[config.mk]
export PLATFORM = sky130hd
export DESIGN_NAME = tcpwm_channel
export DESIGN_NICKNAME = d
export VERILOG_FILES = /design/src/hw/tcpwm_pkg.sv /design/src/hw/tcpwm_channel.sv /design/src/hw/tcpwm_counter.sv /design/src/hw/tcpwm_shadow.sv
export VERILOG_INCLUDE_DIRS = /design/src /design/src/hw
export SDC_FILE = /design/constraint.sdc
export NUM_CORES = 1
export LEC_CHECK = 0
export ABC_AREA = 1
export BUFFER_PORTS_ARGS = -buffer_cell sky130_fd_sc_hd__buf_2
export CAP_MARGIN = 20
export CORE_MARGIN = 8
export CORE_UTILIZATION = 55
export DETAILED_ROUTE_END_ITERATION = 10
export GPL_TIMING_DRIVEN = 0
export PLACE_DENSITY_LB_ADDON = 0.1
export SYNTH_ARGS = -nofsm -noshare
export SYNTH_HDL_FRONTEND = slang
export SYNTH_SLANG_ARGS = --single-unit
[constraint.sdc]
create_clock -name clock_i -period 2.6 [get_ports clock_i]
set_input_delay 0.13 -clock clock_i [delete_from_list [all_inputs] [get_ports clock_i]]
set_output_delay 0.13 -clock clock_i [all_outputs]
set_load 0.01 [all_outputs]
[src/hw/tcpwm_defines.svh]
// register offsets, field positions and reset values of the compare/pwm channel
`ifndef TCPWM_DEFINES_SVH
`define TCPWM_DEFINES_SVH
`define TCPWM_OFS_CTRL      12'h000
`define TCPWM_OFS_EVGEN     12'h004
`define TCPWM_OFS_STATUS    12'h008
`define TCPWM_OFS_IRQEN     12'h00C
`define TCPWM_OFS_CHMODE    12'h010
`define TCPWM_OFS_CHEN      12'h014
`define TCPWM_OFS_BREAK     12'h018
`define TCPWM_OFS_COUNT     12'h01C
`define TCPWM_OFS_RELOAD    12'h020
`define TCPWM_OFS_COMPARE   12'h024
`define TCPWM_CTRL_RUN      0
`define TCPWM_CTRL_DIR      4
`define TCPWM_CTRL_CMS_LO   5
`define TCPWM_CTRL_CMS_HI   6
`define TCPWM_CTRL_RELOAD_PRELOAD_ENABLE     7
`define TCPWM_EVGEN_UG      0
`define TCPWM_EVGEN_CCG     1
`define TCPWM_ST_UIF        0
`define TCPWM_ST_CCF        1
`define TCPWM_MODE_PE       3
`define TCPWM_MODE_LO       4
`define TCPWM_MODE_HI       6
`define TCPWM_CHEN_CCE      0
`define TCPWM_CHEN_POL      1
`define TCPWM_BRK_OIS       0
`define TCPWM_BRK_IDLE_OFFSTATE_SELECT      2
`define TCPWM_BRK_RUN_OFFSTATE_SELECT      3
`define TCPWM_BRK_MOE       7
`define TCPWM_RST_REG8      8'h00
`define TCPWM_RST_RELOAD    16'hFFFF
`define TCPWM_RST_COMPARE   16'h0000
`define TCPWM_CMS_EDGE      2'h0
`define TCPWM_CMS_DOWN      2'h1
`define TCPWM_CMS_UP        2'h2
`endif

[src/hw/tcpwm_pkg.sv]
// types shared by the compare/pwm channel files
package tcpwm_pkg;

  typedef enum logic [2:0] {
    TCPWM_FROZEN   = 3'h0,
    TCPWM_SET_ACT  = 3'h1,
    TCPWM_SET_INA  = 3'h2,
    TCPWM_TOGGLE   = 3'h3,
    TCPWM_FORCE_LO = 3'h4,
    TCPWM_FORCE_HI = 3'h5,
    TCPWM_PWM1     = 3'h6,
    TCPWM_PWM2     = 3'h7
  } tcpwm_mode_t;

  typedef struct packed {
    logic       run;
    logic       dir;
    logic [1:0] center_mode_select;
  } tcpwm_cnt_cfg_t;

endpackage : tcpwm_pkg

[src/hw/tcpwm_channel.sv]
// compare/pwm channel top: apb registers, compare logic and output stage
//
// Function
// - on match, mode 000 holds, 001 sets, 010 clears, 011 toggles the output
// - counter equal to compare value sets the compare flag
// - interrupt request on match only when the compare irq enable is set
// - polarity select sets output active level; reference is active high
// - compare value direct when preload off, else moved on update event
// - update event does not touch reference or output in non-pwm modes
// - matches resolved to a single counter count
// - mode 110 is pwm mode 1, 111 is pwm mode 2
// - auto-reload value may be buffered through a preload stage
// - preloads reach shadows only on update; software sets update_generate first
// - output enable from channel enable, main enable, idle and off-state selects
// - pwm compares counter and compare value continuously, by direction
// - direction low counts up, high counts down in edge-aligned mode
// - up pwm1: high while counter below compare; 1 above reload, 0 at zero
// - down pwm1: low while counter above compare; 1 above reload
// - center-aligned when center select nonzero; same waveform for all
// - center flag: 01 down only, 10 up only, 11 both directions
// - center mode direction is driven by hardware; writes ignored
// - mode 101 forces reference high; output level from polarity
// - mode 100 forces reference low; flags and interrupts still work
`timescale 1ns/1ps
`default_nettype none
`include "tcpwm_defines.svh"
module tcpwm_channel (
  input  wire logic        clock_i,
  input  wire logic        sys_rst_i,
  input  wire logic        psel_i,
  input  wire logic        penable_i,
  input  wire logic        pwrite_i,
  input  wire logic [11:0] paddr_i,
  input  wire logic [31:0] pwdata_i,
  output logic      [31:0] prdata_o,
  output logic             pready_o,
  output logic             pslverr_o,
  output logic             irq_o,
  output logic             reference_wave_o,
  output logic             channel_output_o,
  output logic             channel_output_en_o
);

  // --------------------------------------------------------------
  // apb handshake
  // --------------------------------------------------------------
  // one wait state keeps prdata straight from a flip-flop
  wire acc_w  = psel_i & penable_i;
  wire done_w = acc_w & pready_o;
  wire wr_w   = done_w & pwrite_i;

  wire sel_ctrl_w   = (paddr_i == `TCPWM_OFS_CTRL);
  wire sel_evgen_w  = (paddr_i == `TCPWM_OFS_EVGEN);
  wire sel_status_w = (paddr_i == `TCPWM_OFS_STATUS);
  wire sel_irqen_w  = (paddr_i == `TCPWM_OFS_IRQEN);
  wire sel_chmode_w = (paddr_i == `TCPWM_OFS_CHMODE);
  wire sel_chen_w   = (paddr_i == `TCPWM_OFS_CHEN);
  wire sel_break_w  = (paddr_i == `TCPWM_OFS_BREAK);
  wire sel_count_w  = (paddr_i == `TCPWM_OFS_COUNT);
  wire sel_reload_w = (paddr_i == `TCPWM_OFS_RELOAD);
  wire sel_cmp_w    = (paddr_i == `TCPWM_OFS_COMPARE);

  wire mapped_w = sel_ctrl_w | sel_evgen_w | sel_status_w | sel_irqen_w
                | sel_chmode_w | sel_chen_w | sel_break_w | sel_count_w
                | sel_reload_w | sel_cmp_w;

  wire wr_ctrl_w   = wr_w & sel_ctrl_w;
  wire wr_evgen_w  = wr_w & sel_evgen_w;
  wire wr_status_w = wr_w & sel_status_w;
  wire wr_irqen_w  = wr_w & sel_irqen_w;
  wire wr_chmode_w = wr_w & sel_chmode_w;
  wire wr_chen_w   = wr_w & sel_chen_w;
  wire wr_break_w  = wr_w & sel_break_w;
  wire wr_reload_w = wr_w & sel_reload_w;
  wire wr_cmp_w    = wr_w & sel_cmp_w;

  // --------------------------------------------------------------
  // software registers
  // --------------------------------------------------------------
  logic [7:0] ctrl_r;
  logic [7:0] irqen_r;
  logic [7:0] chmode_r;
  logic [7:0] chen_r;
  logic [7:0] break_r;

  always_ff @(posedge clock_i) begin
    if (sys_rst_i) begin
      ctrl_r   <= `TCPWM_RST_REG8;
      irqen_r  <= `TCPWM_RST_REG8;
      chmode_r <= `TCPWM_RST_REG8;
      chen_r   <= `TCPWM_RST_REG8;
      break_r  <= `TCPWM_RST_REG8;
    end else begin
      if (wr_ctrl_w) begin
        ctrl_r <= pwdata_i[7:0];
      end
      if (wr_irqen_w) begin
        irqen_r <= pwdata_i[7:0];
      end
      if (wr_chmode_w) begin
        chmode_r <= pwdata_i[7:0];
      end
      if (wr_chen_w) begin
        chen_r <= pwdata_i[7:0];
      end
      if (wr_break_w) begin
        break_r <= pwdata_i[7:0];
      end
    end
  end

  // --------------------------------------------------------------
  // named control bits
  // --------------------------------------------------------------
  wire       counter_run_w           = ctrl_r[`TCPWM_CTRL_RUN];
  wire       sw_dir_w                = ctrl_r[`TCPWM_CTRL_DIR];
  wire [1:0] center_mode_select_w    = ctrl_r[`TCPWM_CTRL_CMS_HI:`TCPWM_CTRL_CMS_LO];
  wire       reload_preload_enable_w = ctrl_r[`TCPWM_CTRL_RELOAD_PRELOAD_ENABLE];

  wire       compare_preload_enable_w = chmode_r[`TCPWM_MODE_PE];
  wire [2:0] compare_mode_field_w     = chmode_r[`TCPWM_MODE_HI:`TCPWM_MODE_LO];

  wire channel_output_enable_w = chen_r[`TCPWM_CHEN_CCE];
  wire polarity_select_w       = chen_r[`TCPWM_CHEN_POL];

  wire main_output_enable_w   = break_r[`TCPWM_BRK_MOE];
  wire run_offstate_select_w  = break_r[`TCPWM_BRK_RUN_OFFSTATE_SELECT];
  wire idle_offstate_select_w = break_r[`TCPWM_BRK_IDLE_OFFSTATE_SELECT];
  wire idle_state_select_w    = break_r[`TCPWM_BRK_OIS];

  wire compare_irq_enable_w = irqen_r[`TCPWM_ST_CCF];
  wire update_irq_enable_w  = irqen_r[`TCPWM_ST_UIF];

  // event generation bits are self-clearing strobes
  wire update_generate_w  = wr_evgen_w & pwdata_i[`TCPWM_EVGEN_UG];
  wire compare_generate_w = wr_evgen_w & pwdata_i[`TCPWM_EVGEN_CCG];

  tcpwm_pkg::tcpwm_mode_t mode_w;
  assign mode_w = tcpwm_pkg::tcpwm_mode_t'(compare_mode_field_w);

  // --------------------------------------------------------------
  // counter and preload stages
  // --------------------------------------------------------------
  tcpwm_pkg::tcpwm_cnt_cfg_t cnt_cfg_w;
  assign cnt_cfg_w.run = counter_run_w;
  assign cnt_cfg_w.dir = sw_dir_w;
  assign cnt_cfg_w.center_mode_select = center_mode_select_w;

  logic [15:0] counter_value_w;
  logic        count_down_w;
  logic        update_event_w;
  logic [15:0] reload_pre_w;
  logic [15:0] reload_sh_w;
  logic [15:0] compare_pre_w;
  logic [15:0] compare_sh_w;

  tcpwm_counter u_counter (
    .clock_i   (clock_i),
    .sys_rst_i (sys_rst_i),
    .cfg_i     (cnt_cfg_w),
    .arr_i     (reload_sh_w),
    .ug_i      (update_generate_w),
    .cnt_o     (counter_value_w),
    .dir_o     (count_down_w),
    .uev_o     (update_event_w)
  );

  tcpwm_shadow #(
    .RST_VAL (`TCPWM_RST_RELOAD)
  ) u_reload (
    .clock_i   (clock_i),
    .sys_rst_i (sys_rst_i),
    .wr_i      (wr_reload_w),
    .wdata_i   (pwdata_i[15:0]),
    .pe_i      (reload_preload_enable_w),
    .uev_i     (update_event_w),
    .preload_o (reload_pre_w),
    .shadow_o  (reload_sh_w)
  );

  tcpwm_shadow #(
    .RST_VAL (`TCPWM_RST_COMPARE)
  ) u_compare (
    .clock_i   (clock_i),
    .sys_rst_i (sys_rst_i),
    .wr_i      (wr_cmp_w),
    .wdata_i   (pwdata_i[15:0]),
    .pe_i      (compare_preload_enable_w),
    .uev_i     (update_event_w),
    .preload_o (compare_pre_w),
    .shadow_o  (compare_sh_w)
  );

  // --------------------------------------------------------------
  // compare decisions
  // --------------------------------------------------------------
  // counter moves once a clock, so an equal value lasts one count
  wire center_w = (center_mode_select_w != `TCPWM_CMS_EDGE);
  wire equal_w  = (counter_value_w == compare_sh_w);
  wire match_w  = counter_run_w & equal_w;

  // center 01 flags going down, 10 going up, 11 both
  wire dir_ok_w = !center_w
                | (center_mode_select_w == `TCPWM_CMS_DOWN &  count_down_w)
                | (center_mode_select_w == `TCPWM_CMS_UP   & !count_down_w)
                | (center_mode_select_w == 2'h3);
  wire flag_evt_w = (match_w & dir_ok_w) | compare_generate_w;

  // unsigned compare picked by current direction
  wire below_w    = (counter_value_w <  compare_sh_w);
  wire below_eq_w = (counter_value_w <= compare_sh_w);
  wire pwm1_w     = count_down_w ? below_eq_w : below_w;

  // --------------------------------------------------------------
  // reference waveform
  // --------------------------------------------------------------
  logic ref_r;
  logic ref_nxt;

  always_comb begin
    ref_nxt = ref_r;
    case (mode_w)
      tcpwm_pkg::TCPWM_FROZEN:   ref_nxt = ref_r;
      tcpwm_pkg::TCPWM_SET_ACT:  ref_nxt = match_w ? 1'b1 : ref_r;
      tcpwm_pkg::TCPWM_SET_INA:  ref_nxt = match_w ? 1'b0 : ref_r;
      tcpwm_pkg::TCPWM_TOGGLE:   ref_nxt = ref_r ^ match_w;
      tcpwm_pkg::TCPWM_FORCE_LO: ref_nxt = 1'b0;
      tcpwm_pkg::TCPWM_FORCE_HI: ref_nxt = 1'b1;
      tcpwm_pkg::TCPWM_PWM1:     ref_nxt = pwm1_w;
      tcpwm_pkg::TCPWM_PWM2:     ref_nxt = !pwm1_w;
      default:                   ref_nxt = ref_r;
    endcase
  end

  always_ff @(posedge clock_i) begin
    if (sys_rst_i) begin
      ref_r <= 1'b0;
    end else begin
      ref_r <= ref_nxt;
    end
  end

  // --------------------------------------------------------------
  // output stage
  // --------------------------------------------------------------
  // polarity acts at the end of the chain; reference stays active high
  wire active_lvl_w = ref_r ^ polarity_select_w;
  wire off_lvl_w    = polarity_select_w;

  logic out_nxt;
  logic oe_nxt;

  always_comb begin
    out_nxt = 1'b0;
    oe_nxt  = 1'b0;
    if (main_output_enable_w) begin
      if (channel_output_enable_w) begin
        out_nxt = active_lvl_w;
        oe_nxt  = 1'b1;
      end else if (run_offstate_select_w) begin
        out_nxt = off_lvl_w;
        oe_nxt  = 1'b1;
      end
    end else if (idle_offstate_select_w) begin
      out_nxt = idle_state_select_w;
      oe_nxt  = 1'b1;
    end
  end

  always_ff @(posedge clock_i) begin
    if (sys_rst_i) begin
      reference_wave_o    <= 1'b0;
      channel_output_o    <= 1'b0;
      channel_output_en_o <= 1'b0;
    end else begin
      reference_wave_o    <= ref_r;
      channel_output_o    <= out_nxt;
      channel_output_en_o <= oe_nxt;
    end
  end

  // --------------------------------------------------------------
  // status flags and interrupt request
  // --------------------------------------------------------------
  // write 0 clears; a new event in the same cycle wins
  logic uif_r;
  logic ccf_r;

  wire clr_uif_w = wr_status_w & !pwdata_i[`TCPWM_ST_UIF];
  wire clr_ccf_w = wr_status_w & !pwdata_i[`TCPWM_ST_CCF];

  always_ff @(posedge clock_i) begin
    if (sys_rst_i) begin
      uif_r <= 1'b0;
      ccf_r <= 1'b0;
      irq_o <= 1'b0;
    end else begin
      uif_r <= update_event_w | (uif_r & !clr_uif_w);
      ccf_r <= flag_evt_w | (ccf_r & !clr_ccf_w);
      irq_o <= (ccf_r & compare_irq_enable_w)
             | (uif_r & update_irq_enable_w);
    end
  end

  // --------------------------------------------------------------
  // read mux
  // --------------------------------------------------------------
  // direction bit reads the hardware direction in center mode
  wire [7:0] ctrl_rd_w = {ctrl_r[7:5], (center_w ? count_down_w : sw_dir_w),
                          ctrl_r[3:0]};
  wire [7:0] status_rd_w = {6'h00, ccf_r, uif_r};

  wire [31:0] rd_w = sel_ctrl_w   ? {24'h000000, ctrl_rd_w}      :
                     sel_status_w ? {24'h000000, status_rd_w}    :
                     sel_irqen_w  ? {24'h000000, irqen_r}        :
                     sel_chmode_w ? {24'h000000, chmode_r}       :
                     sel_chen_w   ? {24'h000000, chen_r}         :
                     sel_break_w  ? {24'h000000, break_r}        :
                     sel_count_w  ? {16'h0000, counter_value_w}  :
                     sel_reload_w ? {16'h0000, reload_pre_w}     :
                     sel_cmp_w    ? {16'h0000, compare_pre_w}    :
                                    32'h00000000;

  always_ff @(posedge clock_i) begin
    if (sys_rst_i) begin
      pready_o  <= 1'b0;
      pslverr_o <= 1'b0;
      prdata_o  <= 32'h00000000;
    end else begin
      pready_o  <= acc_w & !pready_o;
      pslverr_o <= acc_w & !pready_o & !mapped_w;
      if (acc_w & !pready_o & !pwrite_i) begin
        prdata_o <= rd_w;
      end
    end
  end

endmodule : tcpwm_channel
`default_nettype wire

[src/hw/tcpwm_counter.sv]
// 16-bit up, down and center-aligned counter with update event
`timescale 1ns/1ps
`default_nettype none
`include "tcpwm_defines.svh"
module tcpwm_counter (
  input  wire logic                    clock_i,
  input  wire logic                    sys_rst_i,
  input  wire tcpwm_pkg::tcpwm_cnt_cfg_t cfg_i,
  input  wire logic [15:0]             arr_i,
  input  wire logic                    ug_i,
  output logic      [15:0]             cnt_o,
  output logic                         dir_o,
  output logic                         uev_o
);
  wire center_w = (cfg_i.center_mode_select != `TCPWM_CMS_EDGE);
  wire down_w   = center_w ? dir_o : cfg_i.dir;
  wire top_w    = (cnt_o >= arr_i);
  wire bot_w    = (cnt_o == 16'h0000);

  always_ff @(posedge clock_i) begin
    if (sys_rst_i) begin
      cnt_o <= 16'h0000;
      dir_o <= 1'b0;
      uev_o <= 1'b0;
    end else begin
      uev_o <= 1'b0;
      if (!center_w) begin
        dir_o <= cfg_i.dir;
      end
      if (ug_i) begin
        cnt_o <= (!center_w && cfg_i.dir) ? arr_i : 16'h0000;
        uev_o <= 1'b1;
      end else if (cfg_i.run) begin
        if (!down_w && top_w) begin
          cnt_o <= center_w ? arr_i - 16'h0001 : 16'h0000;
          dir_o <= center_w;
          uev_o <= 1'b1;
        end else if (down_w && bot_w) begin
          cnt_o <= center_w ? 16'h0001 : arr_i;
          dir_o <= !center_w;
          uev_o <= 1'b1;
        end else begin
          cnt_o <= down_w ? cnt_o - 16'h0001 : cnt_o + 16'h0001;
        end
      end
    end
  end
endmodule : tcpwm_counter
`default_nettype wire

[src/hw/tcpwm_shadow.sv]
// preload register with a shadow copy moved on update events
`timescale 1ns/1ps
`default_nettype none
module tcpwm_shadow #(
  parameter logic [15:0] RST_VAL = 16'h0000
) (
  input  wire logic        clock_i,
  input  wire logic        sys_rst_i,
  input  wire logic        wr_i,
  input  wire logic [15:0] wdata_i,
  input  wire logic        pe_i,
  input  wire logic        uev_i,
  output logic      [15:0] preload_o,
  output logic      [15:0] shadow_o
);
  always_ff @(posedge clock_i) begin
    if (sys_rst_i) begin
      preload_o <= RST_VAL;
      shadow_o  <= RST_VAL;
    end else begin
      if (wr_i) begin
        preload_o <= wdata_i;
      end
      if (wr_i && !pe_i) begin
        shadow_o <= wdata_i;
      end else if (uev_i) begin
        shadow_o <= preload_o;
      end
    end
  end
endmodule : tcpwm_shadow
`default_nettype wire

==> run metrics, run 1 <==
status finished clean; vias in the first global route 9159; startpoint type of the worst setup path flop; Clock Skews around 9.4 ps; ys async rst share 0; Clock Pin Slew Worst Setup and Hold Paths around 60 ps; register area share after synthesis 0.311; Crit Path Class reg -> reg; Placer Congestion slightly above 1; critical path endpoint category flop; Initial Util 0.554; initial antenna violation count 0; CTS tree done; commonest non-fill, non-tap cell in the layout nand2_1; Mapped Area approximately 9500 sq um; Syn Area/Cell ~6.6 sq um; CP Max Fanout 10; Num CTS Buffers 17; fin nets roughly 1600; Pwr Total 4.93 mW; GRT Residual Overflow 0; Crit path required time about 3000 ps; core box area roughly 17000 sq um; Synth cell types 45; Rows 48; Synthesis Warnings 0; drt first pass iters 6; Tmin final between 2000 and 2500 ps; Worst-Margin Slew ~760 ps; Initial DRC Count slightly below 1000; Routed Antenna Nets 0; DR vias/cell 5.70; Seq cells post-synth between 100 and 150; count of final setup violators 0; Post-synth EDFFs 0; Die Span Y around 150 microns; chip width 147 microns; internal power between 3 and 4 mW; largest net degree at the start of global routing 17; synthesized instance count around 1400; HP Class in -> reg; number of cells after detailed placement ~1700; n_diodes 0; Leakage Power about 5 nW; gr usage total 0.295; PD cells 449 nW/um^2; CP arrival roughly 2800 ps; io pins 87; Top FF cell, synth dfxtp_1; Seq pwr share 0.458; later-pin clock latency in the skew report approximately 430 ps; fmax around 400 MHz; fin cells roughly 1800; number of I/O port buffers slightly below 50; clk sinks between 100 and 150; crit share post-route 0.952; final hold viol count 0; Synth-to-Final Area Change 16.2%; share of cells above drive strength 1 0.131; dpl hpwl approximately 25000 microns; unrepaired setup endpoints after global routing yes; Slew Limit Fails 0; Yosys top cell area share 0.311; max_cap viols 0; Residual DRC 0; htree depth 4; DR vias around 10000; Comb pwr share 0.046; final wirelength about 33000 microns; Die ar. approximately 22000 sq um; Net Sw Power 1.21 mW; sw frac 0.246; VDD IR max approximately 0.47 mV; Synth area leaders dfxtp_1 31%, nand2_1 12%, a21oi_1 8.9%; CTS Buffer Depth 2; first-pass GRT wire length slightly above 50000 microns; clk root buf clkbuf_16; wire per inst around 19 microns; most frequent cells in the layout 305 x nand2_1, 173 x inv_1, 167 x a21oi_1; Clk pwr share 0.495; area leader, netlist dfxtp_1; relative slew slack 0.493
## power groups by stage
stage          Sequential [mW]  Combinational (mW)  Clock, mW
3_3_place_gp              2.31               0.211          0
2_1_floorplan             2.31               0.117          0
5_1_grt                   2.26               0.244       2.56
6_report                  2.26               0.229       2.44
4_1_cts                   2.26               0.222       2.44
3_5_place_dp              2.31               0.213          0
## final cells by class
type                    instances  area (sq um)
fillers                      1633          6070
multi-input cells            1037          5670
well taps                     225           282
repair buffers                 63           372
plain buffers                  76           439
clock buffers                  21           460
flip-flops and latches        147          2950
inverters                     184           696
clock inverters                11           118
## stage by stage
stage,utilization,area (sq um),setup TNS (ps),worst slack (ps),hold WS (ps)
after floorplan,-,9510,0,91.1,256
after global placement,0.588,10000,-3280,-701,394
after detailed placement,0.588,10000,-3550,-753,403
after CTS,0.630,10800,0,31.9,2.68
after global routing,0.644,11000,-87.2,-32.3,27.8
final,0.644,11000,0,126,19.0
## worst paths after layout
kind	cells after the start	slack [ps]	start	endpoint
min	3	20	pwdata_i[13]	u_reload.preload_o[13]
min reg2reg	2	450	chmode_r[0]	chmode_r[0]
max reg2reg	18	130	ctrl_r[5]	u_counter.cnt_o[10]
max	18	130	ctrl_r[5]	u_counter.cnt_o[10]
## synth_stat cells (2+ instances only)
| cell | count |
|---|---|
| nand2_1 | 308 |
| a31oi_1 | 2 |
| inv_2 | 7 |
| nand2_2 | 10 |
| or2_2 | 5 |
| clkinv_1 | 2 |
| inv_1 | 173 |
| o21ai_0 | 142 |
| nor3_1 | 17 |
| inv_4 | 2 |
| o221ai_1 | 8 |
| buf_6 | 6 |
| ha_1 | 49 |
| o211ai_1 | 28 |
| nor2_2 | 5 |
| nor2_1 | 99 |
| clkbuf_1 | 36 |
| a211oi_1 | 8 |
| xor2_1 | 13 |
| xnor2_1 | 6 |
| nand3_2 | 2 |
| nand2_4 | 3 |
| nand3_1 | 97 |
| nor2_4 | 3 |
| o21ai_1 | 11 |
| nand3b_1 | 6 |
| nand3_4 | 2 |
| o22ai_1 | 3 |
| dfxtp_1 | 147 |
| and2_1 | 2 |
| buf_2 | 14 |
| nand4_1 | 12 |
| a21oi_1 | 168 |
| buf_4 | 19 |
| nor3_4 | 3 |
## per-layer routing
| metal | track usage | share of wire | vias to the layer above |
|---|---|---|---|
| met3 | 0.0554 | 0.078 | 79 |
| met4 | 0.132 | 0.040 | 0 |
| li1 | - | - | 4904 |
| met5 | 0 | 0 | - |
| met2 | 0.478 | 0.46 | 458 |
| met1 | 0.375 | 0.42 | 4606 |
## repair_timing
action,CTS,global route
pin swaps,4,5
setup endpoints to repair,10,16
cloned,1,0
setup buffers,2,5
resized for setup,11,34
hold buffers,7,0
hold endpoints to repair,7,0
## registers in the layout, summed over array words and instances (netlist names)
signal	flops
pslverr_o	1
u_compare.shadow_o	16
u_counter.cnt_o	16
break_r	8
u_counter.uev_o	1
channel_output_en_o	1
prdata_o	16
u_counter.dir_o	1
ccf_r	1
pready_o	1
u_compare.preload_o	16
uif_r	1
chmode_r	8
ctrl_r	8
ref_r	1
channel_output_o	1
irq_o	1
u_reload.shadow_o	16
reference_wave_o	1
chen_r	8
u_reload.preload_o	16
irqen_r	8
## critical path, stage by stage, from the launching register on
cell and delay, ps:
dfxtp_2 340, nor2_4 220, nand2_4 120, nand2_8 80, inv_1 60, buf_6 120
buf_12 140, fa_2 430, inv_1 110, nand2_1 70, nand3_2 110, nand2_1 90
nand3b_1 90, nand3_1 90, nand2_1 70, nand2_1 40, nand2_1 60, nand2_1 50
a21oi_1 110
## kinds of logic after synthesis
| logic type | after synthesis | synth area share |
|---|---|---|
| buffers and inverters | 260 | 0.118 |
| AO/OA/AOI/OAI | 371 | 0.210 |
| other | 1 | 0.000397 |
| AND/OR/NAND/NOR | 580 | 0.276 |
| flip-flops | 147 | 0.311 |
| adder cells (fa/ha/maj) | 50 | 0.0670 |
| XOR/XNOR | 19 | 0.0176 |
(Power assumes the default switching activity.)
==> run 2: changes to the inputs <==
--- a/config.mk
+++ b/config.mk
@@ -7,11 +7,11 @@
 export NUM_CORES = 1
 export LEC_CHECK = 0
 export ABC_AREA = 1
-export BUFFER_PORTS_ARGS = -buffer_cell sky130_fd_sc_hd__buf_2
 export CAP_MARGIN = 20
-export CORE_MARGIN = 8
-export CORE_UTILIZATION = 55
+export CORE_MARGIN = 2
+export CORE_UTILIZATION = 59
 export DETAILED_ROUTE_END_ITERATION = 10
+export DONT_BUFFER_PORTS = 1
 export GPL_TIMING_DRIVEN = 0
 export PLACE_DENSITY_LB_ADDON = 0.1
 export SYNTH_ARGS = -nofsm -noshare
==> run metrics, run 2 (synthesized netlist as in run 1, its figures left out) <==
CP arrival 2910 ps (+80 ps); Worst path most repeated cell nand2_1; startpoint type of the worst setup path flop; Tmin final 2540 ps (+68.2 ps); relative slew slack 0.489 (-0.00395); Rows 46 (-4.2%); Num CTS Buffers 17 (unchanged); sw frac 0.259 (+0.0127); chip width 131 microns (-11%); io pins 87 (unchanged); wire per inst 18.7 microns (+0.40%); CTS tree done; Residual DRC 0 (unchanged); fmax 393 MHz (-2.7%); first-pass GRT wire length 47900 microns (-5.0%); Crit Path Class reg -> reg; Final Instance Area 10800 sq um (-1.4%); WHS Endpoint pready_o; final wirelength 32200 microns (-2.2%); DR vias/cell 5.92 (+4.0%); unrepaired setup endpoints after global routing yes; internal reg-to-reg setup slack 60 ps (-70 ps); layout filler cell count 1441 (-12%); Die ar. 17100 sq um (-21%); clk root buf clkbuf_16; CTS Buffer Depth 2 (unchanged); gr usage total 0.372 (+0.0763); htree depth 4 (unchanged); PD cells 450 nW/um^2 (+0.24%); Clock Skews 13.8 ps (+4.39 ps); core box area 15800 sq um (-7.5%); VDD IR max 0.573 mV (+21%); Worst Hold Path Cells 4 (+1); CP Max Fanout 10 (unchanged); worst hold start penable_i; Comb pwr share 0.042 (-0.004); worst-path cell chain nor2_4 -> nand2_4 -> nand2_8 -> inv_1 -> buf_6 -> buf_8 -> fa_2 -> inv_2 -> nand2_1 -> nand3_4 -> nand2_1 -> nand3b_1 -> nand3_1 -> nand2_1 -> nand2_1 -> nand2_1 -> nand2_1 -> a21oi_2; largest net degree at the start of global routing 17 (unchanged); HP Class in -> reg; Slowest-stage cell, CP fa_2; reg2reg start ctrl_r[5]; Initial Util 0.599 (+0.0452); final hold viol count 0 (unchanged); Routed Antenna Nets 0 (unchanged); Initial DRC Count 1188 (+22%); Reg2Reg Depth 18 (unchanged); max_cap viols 0 (unchanged); status finished clean; Worst-Margin Slew 767 ps (+5.93 ps); most frequent cells in the layout 305 x nand2_1, 172 x inv_1, 166 x a21oi_1; Net Sw Power 1.26 mW (+4.0%); count of final setup violators 0 (unchanged); GRT Residual Overflow 0 (unchanged); vias in the first global route 9010 (-1.6%); Crit path required time 2970 ps (+20 ps); initial antenna violation count 1 (+1); Pwr Total 4.87 mW (-1.1%); clk sinks 147 (unchanged); drt first pass iters 7 (+1); Worst R2R End u_counter.cnt_o[10]; later-pin clock latency in the skew report 440 ps (about the same); Clk pwr share 0.494 (about the same); Clock Pin Slew Worst Setup and Hold Paths 70 ps (about the same); Largest stage delay, worst path 440 ps (about the same); commonest non-fill, non-tap cell in the layout nand2_1; Synth-to-Final Area Change 14.6%; Slew Limit Fails 0 (unchanged); share of cells above drive strength 1 0.108 (-0.0228); internal power 3.61 mW (-2.8%); Die Span Y 131 microns (-11%); DR vias 10200 (+1.3%); fin nets 1589 (-2.2%); Seq pwr share 0.464 (+0.006); n_diodes 0 (unchanged); critical path endpoint category flop; Leakage Power 4.97 nW (-3.4%); crit share post-route 0.978 (+0.0262); Placer Congestion 1.00 (-2.0%); number of I/O port buffers 0 (-100%); dpl hpwl 23500 microns (-6.0%); placed inst area 9780 sq um (-2.6%)
==> run 2: cell types whose count changed in the layout (fill, tap and decap cells not counted), moves of 2 or more <==
cell	change
buf_2	-49
buf_4	+8
clkbuf_1	-2
dlygate4sd3_1	+4
inv_6	+2
nor2_1	+2
nor2_2	-2
==> run 2: layout make-up <==
type / count / area [sq um] / area share
tap: 216 / 270 / 0.0249
inverter: 184 / 698 / 0.0644
multi-input combinational: 1038 / 5680 / 0.524
sequential: 147 / 2950 / 0.272
timing repair buffer: 26 / 235 / 0.0217
clock buffer: 19 / 453 / 0.0418
clock inverter: 13 / 118 / 0.0109
buffer: 76 / 434 / 0.0401
==> run 2: how the worst max path moves through the flow <==
stage                          from             endpoint  slack [ps]
after floorplan           ctrl_r[5]  u_counter.cnt_o[12]          90
after global placement    ctrl_r[5]  u_counter.cnt_o[12]        -650
after detailed placement  ctrl_r[5]  u_counter.cnt_o[12]        -710
after CTS                 ctrl_r[6]  u_counter.cnt_o[14]         0.2
after global routing      ctrl_r[5]  u_counter.cnt_o[14]         -70
final                     ctrl_r[5]  u_counter.cnt_o[10]          60
==> run 2: worst max-delay path, delay by kind of cell, from the launching register on <==
family          cells  cell delay (ps)
simple gates       12             1160
buf+inv             4              400
fa+ha+maj           1              440
compound gates      1              100
flops               1              350
==> run 2: power groups by stage <==
stage	registers (mW)	clock network (mW)	logic (mW)
5_1_grt	2.26	2.49	0.216
4_1_cts	2.26	2.39	0.195
3_3_place_gp	2.31	0	0.165
3_5_place_dp	2.31	0	0.167
2_1_floorplan	2.31	0	0.117
6_report	2.26	2.41	0.203
==> run 2: routing by layer <==
metal	vias to the layer above	part of all wire	wire (microns)	global-route usage
met4	2	0.049	1580	0.181
met1	4626	0.40	12700	0.487
met2	600	0.45	14600	0.586
met5	-	0.00040	13	0
met3	121	0.10	3230	0.0765
li1	4831	-	-	-
==> run 2: timing repair <==
action	4_1_cts	5_1_grt
gates cloned	1	1
hold endpoints to repair	59	0
hold buffers	11	0
pin swaps	3	6
setup buffers	2	13
resized for setup	13	29
setup endpoints to repair	8	16
==> run 2: metrics by stage <==
step	setup WS, ps	instances	setup TNS [ps]	hold WS, ps	utilization
floorplan	91.1	1443	0	256	-
global placement	-652	1659	-2680	258	0.620
detailed placement	-708	1659	-2990	262	0.620
CTS	0.212	1705	0	41.4	0.668
global route	-69.0	1719	-168	62.5	0.687
finish	57.9	1719	0	38.9	0.687
